<file path="config.mk">
export PLATFORM = sky130hd
export DESIGN_NAME = cbsr_regs
export DESIGN_NICKNAME = d
export VERILOG_FILES = /design/src/rtl/cbsr_pkg.sv /design/src/rtl/cbsr_regs.sv
export SDC_FILE = /design/constraint.sdc
export NUM_CORES = 1
export LEC_CHECK = 0
export ABC_AREA = 1
export ABC_CLOCK_PERIOD_IN_PS = 4200
export BUFFER_PORTS_ARGS = -buffer_cell sky130_fd_sc_hd__buf_4
export CAP_MARGIN = 20
export CORE_UTILIZATION = 62
export DETAILED_ROUTE_END_ITERATION = 16
export GPL_TIMING_DRIVEN = 0
export HOLD_SLACK_MARGIN = 0.12
export PLACE_DENSITY_LB_ADDON = 0.2
export SLEW_MARGIN = 25
export SYNTH_ARGS = -nofsm -noshare
export SYNTH_HDL_FRONTEND = slang
export SYNTH_SLANG_ARGS = --single-unit
</file>
<file path="constraint.sdc">
create_clock -name clk -period 4.2 [get_ports clk]
set_input_delay 0.63 -clock clk [delete_from_list [all_inputs] [get_ports clk]]
set_output_delay 0.63 -clock clk [all_outputs]
set_load 0.02 [all_outputs]
</file>
<file path="src/rtl/cbsr_pkg.sv">
// Constants and state types of the clock buffer SMBus register bank.
// Assumes one 50 MHz clock and a synchronous power-up reset.
package cbsr_pkg;

   // Byte indices of the register bank.
   localparam logic [7:0] IDX_MODE_FREQ  = 8'h00;
   localparam logic [7:0] IDX_OE_LOW     = 8'h01;
   localparam logic [7:0] IDX_OE_HIGH    = 8'h02;
   localparam logic [7:0] IDX_RSVD_THREE = 8'h03;
   localparam logic [7:0] IDX_RSVD_FOUR  = 8'h04;
   localparam logic [7:0] IDX_REV_VENDOR = 8'h05;
   localparam logic [7:0] IDX_DEVICE     = 8'h06;
   localparam logic [7:0] IDX_READ_COUNT = 8'h07;
   localparam logic [7:0] IDX_RSVD_EIGHT = 8'h08;

   // Field positions inside the mode byte.
   localparam int MODE_SW_EN_BIT = 3;
   localparam int MODE_SW_HI_BIT = 2;
   localparam int MODE_SW_LO_BIT = 1;

   // Mode codes: low bandwidth, bypass, high bandwidth.
   localparam logic [1:0] MODE_LOW_BW  = 2'h0;
   localparam logic [1:0] MODE_BYPASS  = 2'h1;
   localparam logic [1:0] MODE_HIGH_BW = 2'h3;

   // Reset values and counter limits.
   localparam logic [1:0] SW_MODE_RST  = 2'h3;
   localparam logic [7:0] OUT_EN_RST   = 8'hFF;
   localparam logic [4:0] READ_CNT_RST = 5'h08;
   localparam logic [1:0] STRAP_SETTLE = 2'h3;
   localparam logic [2:0] BIT_LAST     = 3'h7;

   // Kind of byte being received.
   localparam logic [1:0] KIND_ADDR  = 2'h0;
   localparam logic [1:0] KIND_INDEX = 2'h1;
   localparam logic [1:0] KIND_COUNT = 2'h2;
   localparam logic [1:0] KIND_DATA  = 2'h3;

   typedef enum logic [4:0] {
      ST_IDLE = 5'h01,
      ST_RECV = 5'h02,
      ST_ACKD = 5'h04,
      ST_SEND = 5'h08,
      ST_HACK = 5'h10
   } cbsr_state_t;

   typedef struct packed {
      cbsr_state_t state;
      logic        sclS1;
      logic        sclS2;
      logic        sclS3;
      logic        sdaS1;
      logic        sdaS2;
      logic        sdaS3;
      logic [7:0]  pinS1;
      logic [7:0]  pinS2;
      logic [2:0]  strapS1;
      logic [2:0]  strapS2;
      logic [1:0]  strapWait;
      logic        strapDone;
      logic [1:0]  strapMode;
      logic        freqSel;
      logic        swEn;
      logic [1:0]  swMode;
      logic [7:0]  outEn;
      logic [4:0]  readCount;
      logic [1:0]  kind;
      logic [2:0]  bitCnt;
      logic        byteReady;
      logic        isRead;
      logic [7:0]  shift;
      logic [7:0]  index;
      logic [7:0]  remaining;
      logic        sdaOe;
      logic        sdaLvl;
      logic [1:0]  modeOut;
      logic [7:0]  runOut;
   } cbsr_q_t;

endpackage

</file>
<file path="src/rtl/cbsr_regs.sv">
// SMBus slave and control/status register bank of a differential clock buffer.
// Assumes SCL and SDA come from open-drain pins resolved outside, and that the
// three-level mode strap is already digitised to 00, 01 or 11 by a comparator.
`timescale 1ns/1ps

// Summary of operation
// - Mode byte bits 7:6 read back the strap-latched PLL mode.
// - Mode byte bit 3 picks strap (0) or register (1) mode; resets 0.
// - With override on, mode byte bits 2:1 select PLL mode; reset 11.
// - Readback bits keep the strap value after a software override.
// - Mode byte bit 0 reads frequency strap: 0 is 133MHz, 1 is 100MHz.
// - Output enables reset 1; 0 forces low, 1 passes active-low pin control.
// - Byte 1 bits 1,2,4..7 map outputs 0..5; byte 2 bits 0,2 outputs 6,7.
// - Bytes 3, 4, 8 and reserved bits read zero, writes ignored.
// - Byte 5 reads fixed revision (high nibble) and vendor (low nibble).
// - Byte 6 reads a fixed eight-bit device identifier.
// - Byte 7 bits 4:0 set block read length; default 8.
// - Block write: address, index, count, data; device acks each byte.
// - Block read: index, repeated start, read address, count then data.
module cbsr_regs
   import cbsr_pkg::*;
#(
   parameter logic [6:0] SLAVE_ADDR = 7'h20,
   parameter logic [3:0] REV_ID     = 4'h3,  // Arbitrary value.
   parameter logic [3:0] VENDOR_ID  = 4'hA,  // Arbitrary value.
   parameter logic [7:0] DEVICE_ID  = 8'h5A  // Arbitrary value.
) (
   input  wire logic       clk,
   input  wire logic       sys_rst,
   input  wire logic       sclIn,
   input  wire logic       sdaIn,
   output logic            sdaOut,
   output logic            sdaOe,
   input  wire logic [1:0] pllModeStrapPin,
   input  wire logic       frequencySelectStrap,
   input  wire logic [7:0] outputEnablePin_n,
   output logic [1:0]      pllModeOut,
   output logic [7:0]      outputRun
);

   cbsr_q_t q;
   cbsr_q_t d;
   logic    sclRise;
   logic    sclFall;
   logic    startDet;
   logic    stopDet;

   // Reads one byte of the bank; unmapped and reserved bytes give zero.
   function automatic logic [7:0] regRead(input logic [7:0] idx, input cbsr_q_t s);
      logic [7:0] v;
      v = 8'h00;
      unique case (idx)
         IDX_MODE_FREQ:  v = {s.strapMode, 2'h0, s.swEn, s.swMode, s.freqSel};
         IDX_OE_LOW:     v = {s.outEn[5:2], 1'b0, s.outEn[1:0], 1'b0};
         IDX_OE_HIGH:    v = {5'h00, s.outEn[7], 1'b0, s.outEn[6]};
         IDX_REV_VENDOR: v = {REV_ID, VENDOR_ID};
         IDX_DEVICE:     v = DEVICE_ID;
         IDX_READ_COUNT: v = {3'h0, s.readCount};
         default:        v = 8'h00;
      endcase
      return v;
   endfunction

   // Edge and condition detection looks only at the second and third stages.
   assign sclRise  = q.sclS2 & ~q.sclS3;
   assign sclFall  = ~q.sclS2 & q.sclS3;
   assign startDet = q.sclS2 & q.sclS3 & q.sdaS3 & ~q.sdaS2;
   assign stopDet  = q.sclS2 & q.sclS3 & ~q.sdaS3 & q.sdaS2;

   // Next-state logic for the whole block.
   always_comb begin
      d         = q;
      d.sclS1   = sclIn;
      d.sclS2   = q.sclS1;
      d.sclS3   = q.sclS2;
      d.sdaS1   = sdaIn;
      d.sdaS2   = q.sdaS1;
      d.sdaS3   = q.sdaS2;
      d.pinS1   = outputEnablePin_n;
      d.pinS2   = q.pinS1;
      d.strapS1 = {frequencySelectStrap, pllModeStrapPin};
      d.strapS2 = q.strapS1;

      // The straps are caught once the synchroniser has filled, then frozen.
      if (!q.strapDone) begin
         if (q.strapWait == STRAP_SETTLE) begin
            d.strapDone = 1'b1;
            d.strapMode = q.strapS2[1:0];
            d.freqSel   = q.strapS2[2];
         end else begin
            d.strapWait = q.strapWait + 2'h1;
         end
      end

      // Effective mode and gated outputs.
      d.modeOut = q.swEn ? q.swMode : q.strapMode;
      d.runOut  = q.outEn & ~q.pinS2;

      // Start and stop override whatever the byte engine is doing.
      if (startDet) begin
         d.state  = ST_RECV;
         d.kind   = KIND_ADDR;
         d.bitCnt = 3'h0;
         d.sdaOe  = 1'b0;
         d.byteReady = 1'b0;
      end else if (stopDet) begin
         d.state = ST_IDLE;
         d.sdaOe = 1'b0;
      end else begin
         unique case (q.state)
            ST_IDLE: begin
               d.sdaOe = 1'b0;
            end
            // Bits are taken on the clock rise; the ack goes out on the fall that ends the eighth bit.
            ST_RECV: begin
               if (sclRise) begin
                  d.shift  = {q.shift[6:0], q.sdaS2};
                  d.bitCnt = q.bitCnt + 3'h1;
                  d.byteReady = (q.bitCnt == BIT_LAST);
               end else if (sclFall && q.byteReady) begin
                  d.byteReady = 1'b0;
                  d.state = ST_ACKD;
                  d.sdaOe = 1'b1;
                  unique case (q.kind)
                     KIND_ADDR: begin
                        if (q.shift[7:1] != SLAVE_ADDR) begin
                           d.state = ST_IDLE;
                           d.sdaOe = 1'b0;
                        end
                        d.isRead = q.shift[0];
                        d.kind   = KIND_INDEX;
                     end
                     KIND_INDEX: begin
                        d.index = q.shift;
                        d.kind  = KIND_COUNT;
                     end
                     KIND_COUNT: begin
                        d.remaining = q.shift;
                        d.kind      = KIND_DATA;
                     end
                     KIND_DATA: begin
                        // Bytes past the announced count are acked and dropped.
                        if (q.remaining != 8'h00) begin
                           d.remaining = q.remaining - 8'h01;
                           d.index     = q.index + 8'h01;
                           unique case (q.index)
                              IDX_MODE_FREQ: begin
                                 d.swEn   = q.shift[MODE_SW_EN_BIT];
                                 d.swMode = {q.shift[MODE_SW_HI_BIT], q.shift[MODE_SW_LO_BIT]};
                              end
                              IDX_OE_LOW: begin
                                 d.outEn[1:0] = q.shift[2:1];
                                 d.outEn[5:2] = q.shift[7:4];
                              end
                              IDX_OE_HIGH: begin
                                 d.outEn[6] = q.shift[0];
                                 d.outEn[7] = q.shift[2];
                              end
                              IDX_READ_COUNT: begin
                                 d.readCount = q.shift[4:0];
                              end
                              default: begin
                                 // Read-only and reserved bytes keep their contents.
                                 d.readCount = q.readCount;
                              end
                           endcase
                        end
                     end
                  endcase
               end
            end
            ST_ACKD: begin
               // Release the ack; a read address starts the count byte here.
               if (sclFall) begin
                  d.bitCnt = 3'h0;
                  if (q.isRead && q.kind == KIND_INDEX) begin
                     d.state = ST_SEND;
                     // The count byte's top bit is always zero, so the line goes low at once.
                     d.sdaOe = 1'b1;
                     d.shift = {2'h0, q.readCount, 1'b0};
                  end else begin
                     d.state = ST_RECV;
                     d.sdaOe = 1'b0;
                  end
               end
            end
            // Each clock fall puts out the next bit, so it has settled well before the host's rise.
            ST_SEND: begin
               if (sclFall) begin
                  d.sdaOe = ~q.shift[7];
                  d.shift = {q.shift[6:0], 1'b0};
               end else if (sclRise) begin
                  d.bitCnt = q.bitCnt + 3'h1;
                  if (q.bitCnt == BIT_LAST) begin
                     d.state = ST_HACK;
                  end
               end
            end
            ST_HACK: begin
               // Host ack fetches the next byte; a nack ends the read.
               if (sclFall) begin
                  d.sdaOe = 1'b0;
               end else if (sclRise) begin
                  if (!q.sdaS2) begin
                     d.shift  = regRead(q.index, q);
                     d.index  = q.index + 8'h01;
                     d.bitCnt = 3'h0;
                     d.state  = ST_SEND;
                  end else begin
                     d.state = ST_IDLE;
                  end
               end
            end
            default: begin
               d.state = ST_IDLE;
               d.sdaOe = 1'b0;
            end
         endcase
      end
   end

   // Register stage; reset gives the power-up defaults.
   // The SCL and SDA synchronisers reset to the idle-high bus level, so no false edge or start follows reset.
   always_ff @(posedge clk) begin
      if (sys_rst) begin
         q           <= '0;
         q.state     <= ST_IDLE;
         q.sclS1     <= 1'b1;
         q.sclS2     <= 1'b1;
         q.sclS3     <= 1'b1;
         q.sdaS1     <= 1'b1;
         q.sdaS2     <= 1'b1;
         q.sdaS3     <= 1'b1;
         q.pinS1     <= 8'hFF;
         q.pinS2     <= 8'hFF;
         q.swMode    <= SW_MODE_RST;
         q.outEn     <= OUT_EN_RST;
         q.readCount <= READ_CNT_RST;
      end else begin
         q <= d;
      end
   end

   assign sdaOut     = q.sdaLvl;
   assign sdaOe      = q.sdaOe;
   assign pllModeOut = q.modeOut;
   assign outputRun  = q.runOut;
endmodule

</file>
== Word level (Yosys, flattened, before mapping) ==
Index checks and enable logic that the tools add are counted.

* Output and inout port bits: 12
* Register bits: 97
* Logic and storage cells: 175
* Input port bits: 15

* Equality and inequality tests: 41
* Add/sub/neg operators: 4
* Mux-type cells: 51
* Bitwise operators: 20
* Reduce and logical (&&, ||, !) cells: 28

{| class="wikitable"
|+ Operator list
! kind !! number
|-
| $mux W16 || 4
|-
| $pmux W8 S2 || 3
|-
| $pmux W8 S6 || 1
|-
| $mux W5 || 9
|-
| $mux W17 || 2
|-
| $mux W8 || 4
|-
| $ne A4 B4 Y1 const B || 8
|-
| $pmux W8 S4 || 1
|-
| $reduce_and A8 Y1 || 4
|-
| $ne A2 B2 Y1 const B || 14
|-
| $pmux W5 S5 || 1
|-
| $eq A8 B3 Y1 const B || 3
|-
| $mux W3 || 7
|-
| $reduce_and A10 Y1 || 2
|-
| $reduce_and A9 Y1 || 2
|-
| $mux W4 || 4
|-
| $reduce_and A7 Y1 || 2
|-
| $pmux W3 S4 || 1
|-
| $not A1 Y1 || 11
|-
| $reduce_and A5 Y1 || 2
|-
| $add A8 B1 Y8 const B || 1
|-
| $and A8 B8 Y8 || 1
|-
| $eq A8 B1 Y1 const B || 1
|-
| $eq A8 B2 Y1 const B || 1
|-
| other kinds (32) || 55
|}

== Depth between registers and ports, before layout ==
* Word-level depth: 8
* Gate-level depth with buffers: 12
* Gate-level depth less buffers: 12

== Least setup slack after synthesis ==
Ideal clock, no wire load.

* Kind: register to register
* Start point: reg q[20] (netlist bit)
* End point: reg q[34] (netlist bit)
* Setup slack: 2.650 ns
* Clock period less this slack: 1.550 ns
* Stages on the path, launching flop included: 11
* Data required time: 4.083 ns
* Library setup time: 0.117 ns
* Buffers on the path: 0
* Arrival time: 1.434 ns
* Cells stage by stage: dfxtp_1 inv_1 ha_1 nand3_1 nor2_1 nor2_1 nand3_1 nand2_1 nor2_1 nor3_1 nor2_1

* Longest elaborated chain between the ends: 6
* Elaborated cells between the ends (all ways): 11
* Classes of those cells: eq/ne: 5; mux: 5; reduce/logical: 1

{| class="wikitable"
|+ Ends and longest elaborated chain
! item !! line !! RTL
|-
| start, declared || cbsr_regs.sv:41 || <nowiki>cbsr_q_t q;</nowiki>
|-
| $eq A8 B3 Y1 (tied with other cells) || cbsr_regs.sv:52 || <nowiki>unique case (idx)</nowiki>
|-
| $pmux W8 S6 (*) || cbsr_regs.sv:52 ||
|-
| $mux W16 (*) || cbsr_regs.sv:204 || <nowiki>if (!q.sdaS2) begin</nowiki>
|-
| $mux W16 (*) || cbsr_regs.sv:203 || <nowiki>end else if (sclRise) begin</nowiki>
|-
| $mux W16 (*) || cbsr_regs.sv:201 || <nowiki>if (sclFall) begin</nowiki>
|-
| $pmux W8 S4 (*) || cbsr_regs.sv:110 || <nowiki>unique case (q.state)</nowiki>
|}

Mark *: on every way between the ends. The rest lies on a longest branch, timed or not. The select of a mux whose other input is x is not followed.
A chain may end at the register's enable or synchronous reset.

== Final worst setup path ==
* Start point: reg q, in the netlist d[90]
* End point: reg q[23] (netlist bit)

* Longest elaborated chain between the ends: 5
* Elaborated cells between the ends (all ways): 16
* Classes of those cells: eq/ne: 4; bitwise: 10; reduce/logical: 2

{| class="wikitable"
|+ Ends and longest elaborated chain
! item !! line !! RTL
|-
| $and A1 B1 Y1 or $not A1 Y1 (tied branches) || cbsr_regs.sv:67, cbsr_regs.sv:68, cbsr_regs.sv:66 ||
|-
| $and A1 B1 Y1 (on tied branches) || cbsr_regs.sv:68, cbsr_regs.sv:66, cbsr_regs.sv:67 ||
|-
| $and A1 B1 Y1 (tied with other cells) || cbsr_regs.sv:68 || <nowiki>assign stopDet = q.sclS2 & q.sclS3 & ~q.sdaS3 & q.sdaS2;</nowiki>
|-
| $not A1 Y1 (no line) or $ne A2 B2 Y1 (tied branches) || -- ||
|-
| $reduce_and A10 Y1 (no line) (*) || -- ||
|}

Mark *: on every way between the ends. The rest lies on a longest branch, timed or not.

==> reports/metrics.cfg <==
[worst_setup_path]
path_max_fanout=10
cp.arrival_ns=2.38
cp_data_required_time_ns=4.46
crit_start=d[90]$_SDFF_PP1_
critPathLaunchType=flop
crit_type=flop to flop
r2r-start=d[90]$_SDFF_PP1_
endpoint_kind=flop
rr_endpoint=q[23]$_SDFFE_PP0P_
rr_worst_depth=11
cp-endpoint=q[23]$_SDFFE_PP0P_
regToRegSetupSlack_ns=2.09

[yosys]
yosysSeqAreaShare_pct=41.98
syn_area_per_cell_um2=7.228
syn_inst=640
synth_cell_types=36
syn_area_um2=4626
synthFlopType=dfxtp_1
ys_ff_latch=97
yosys_warnings=0
syn_nets=669
synthArstFlopShare_pct=0
synth-edff-count=0

[floorplanning]
die-width_um=88.38
die_y_um=88.38
io_pins=27
num_rows=31
dieArea_um2=7810
core_area_um2=7214
start_util_pct=64.12

[place]
gp_congestion=0.9601
place_area_um2=4930
hpwl_um=8422
numPortBuffers=24

[finish]
most-common-layout-cells=nand2_1, dfxtp_1, nor2_1, inv_1, a21oi_1
layout_commonest_cell=nand2_1
drive_gt1_share_pct=15.15
num-nets-final=704
stdcell_area_um2=5139
syn_to_final_growth_pct=11.09
antenna_cells=0

[hold_path]
hold_path.class=flop to flop

[clock_network]
worst_skew_pair.late_latency_ns=0.38
cts_tree=built
clockRootBuffer=clkbuf_8
clock_sinks=97
numCtsBuffers=9
postCtsHoldBufs=0
h-tree-depth=3
cts.repair.resized=0
cts_setup_buffers=0
clk_pin_slew_ns=0.10
clockBufferDepth=2

[routing]
drc=0
drt_iter0_markers=423
antenna_left=0
routedWlPerCell_um=14.40
drt-vias-per-instance=5.470
firstDrtPassIters=5
vias=4261
drt_wl_total_um=11220

[sta]
finalHoldViolations=0
fin_setup_tns_ns=0
slew_violations=0
rsz0062_at_grt=no
setup_viol=0
skew_ns=0.01170
finalCriticalPeriod_ns=2.114
fmax_ghz=0.4729
worst_pin_slew_ns=0.5979
fin_crit_sh_pct=50.34
relSlewSlack_pct=60.14

[pwr]
power.density_nw_per_um2=340.3
cellLeakagePower_nw=2.359
ir_worst_vdd_v=0.0003072

[global_routing]
grt_max_degree=19
first_global_vias=3774
grt_use_total_pct=31.07
overflow=0
antenna_found_initial=0
grt_pass1_wl_um=18290

[status]
status=finished, final reports clean

[flow_run]
cap_violations=0

-- report_power, final --
| group | leakage (nW) | total, mW | switching (mW) | internal, mW |
|---|---|---|---|---|
| Clock | 0.106 | 0.644 | 0.357 | 0.287 |
| Combinational | 1.46 | 0.133 | 0.0781 | 0.0551 |
| Sequential | 0.790 | 0.971 | 0.0183 | 0.953 |
-- worst min path at each step --
stage                     cells past startpoint  slack [ns]              from                 endpoint
after floorplan                               1        0.37  q[71]$_SDFF_PP1_  outputRun[0]$_SDFF_PP0_
after global placement                        1        0.37  q[72]$_SDFF_PP1_  outputRun[1]$_SDFF_PP0_
after detailed placement                      1        0.37  q[76]$_SDFF_PP1_  outputRun[5]$_SDFF_PP0_
after CTS                                     1        0.39  q[73]$_SDFF_PP1_  outputRun[2]$_SDFF_PP0_
after global routing                          1        0.40  q[76]$_SDFF_PP1_  outputRun[5]$_SDFF_PP0_
final                                         1        0.39  q[76]$_SDFF_PP1_  outputRun[5]$_SDFF_PP0_
-- per-layer routing --
| layer | vias up | track usage [%] | part of all wire (%) |
|---|---|---|---|
| met5 | - | 0 | 0 |
| met4 | 0 | 8.504 | 1.9 |
| met3 | 24 | 8.209 | 6.3 |
| met2 | 159 | 51.12 | 47 |
| met1 | 1942 | 40.37 | 44 |
| li1 | 2136 | - | - |
-- synth_stat cells, types with 2 or more instances --
cell type    n  share of area [%]
nand4_1      9                1.2
inv_2        9               0.73
xnor2_1      2               0.38
or2_2       20                2.7
o211ai_1    12                1.9
inv_1       66                5.4
buf_4       13                2.1
o21ai_0     45                4.9
o22ai_1      5               0.68
buf_2        2               0.22
nand2_2      2               0.27
nor2_2       7               0.95
clkinv_1     2               0.16
nor2_4       5                1.2
ha_1        14                3.8
nand2_1    105                8.5
nor3_1      16                1.7
a22oi_1      2               0.32
clkbuf_1    10               0.81
nand3_1     31                3.4
xor2_1       4               0.76
a21oi_1     48                5.2
o21ai_1     16                1.7
dfxtp_1     97                 42
nand3_2      3               0.65
nor2_1      85                6.9
-- layout make-up --
type	count	area (um2)
multi-input cells	439	2240
fillers	611	2076
flip-flops and latches	97	1942
inverters	78	295.3
repair buffers	24	180.2
plain buffers	26	148.9
clock buffers	9	123.9
well taps	99	123.9
clock inverters	7	85.08
-- worst max-delay path: stages, from the launching register on --
cell and delay [ns]:
dfxtp_1 0.34, inv_1 0.07, nand2_1 0.14, nor2_1 0.37
inv_1 0.12, nand2_1 0.13, nand3_1 0.11, nor2_2 0.23
nand2_2 0.10, buf_4 0.17, o21ai_1 0.14, a21oi_1 0.06
-- kinds of logic (layout without fill, tap and decap cells) --
family | Yosys count | after routing | share of synthesized area (%)
other cells | 1 | 1 | 0.08107
fa+ha+maj | 14 | 14 | 3.787
buf+inv | 104 | 144 | 9.602
compound gates | 133 | 133 | 15.53
simple gates | 285 | 285 | 27.89
xor+xnor | 6 | 6 | 1.136
flops | 97 | 97 | 41.98
-- flip-flops by register name (all words and copies together) (netlist names) --
signal,count
sdaOe,1
outputRun,8
q,71
d,15
pllModeOut,2
-- per-stage QoR --
step / hold WS [ns] / utilization [%] / instances / worst slack (ns) / power, mW
2_1_floorplan: 0.3670 / - / 640 / 2.650 / 1.081
3_3_place_gp: 0.3720 / 68.33 / 763 / 2.227 / 1.120
3_5_place_dp: 0.3727 / 68.33 / 763 / 2.210 / 1.126
4_1_cts: 0.3855 / 71.23 / 779 / 2.173 / 1.757
5_1_grt: 0.3963 / 71.23 / 779 / 1.911 / 1.826
6_report: 0.3853 / 71.23 / 779 / 2.086 / 1.749
(Power assumes the default switching activity.)
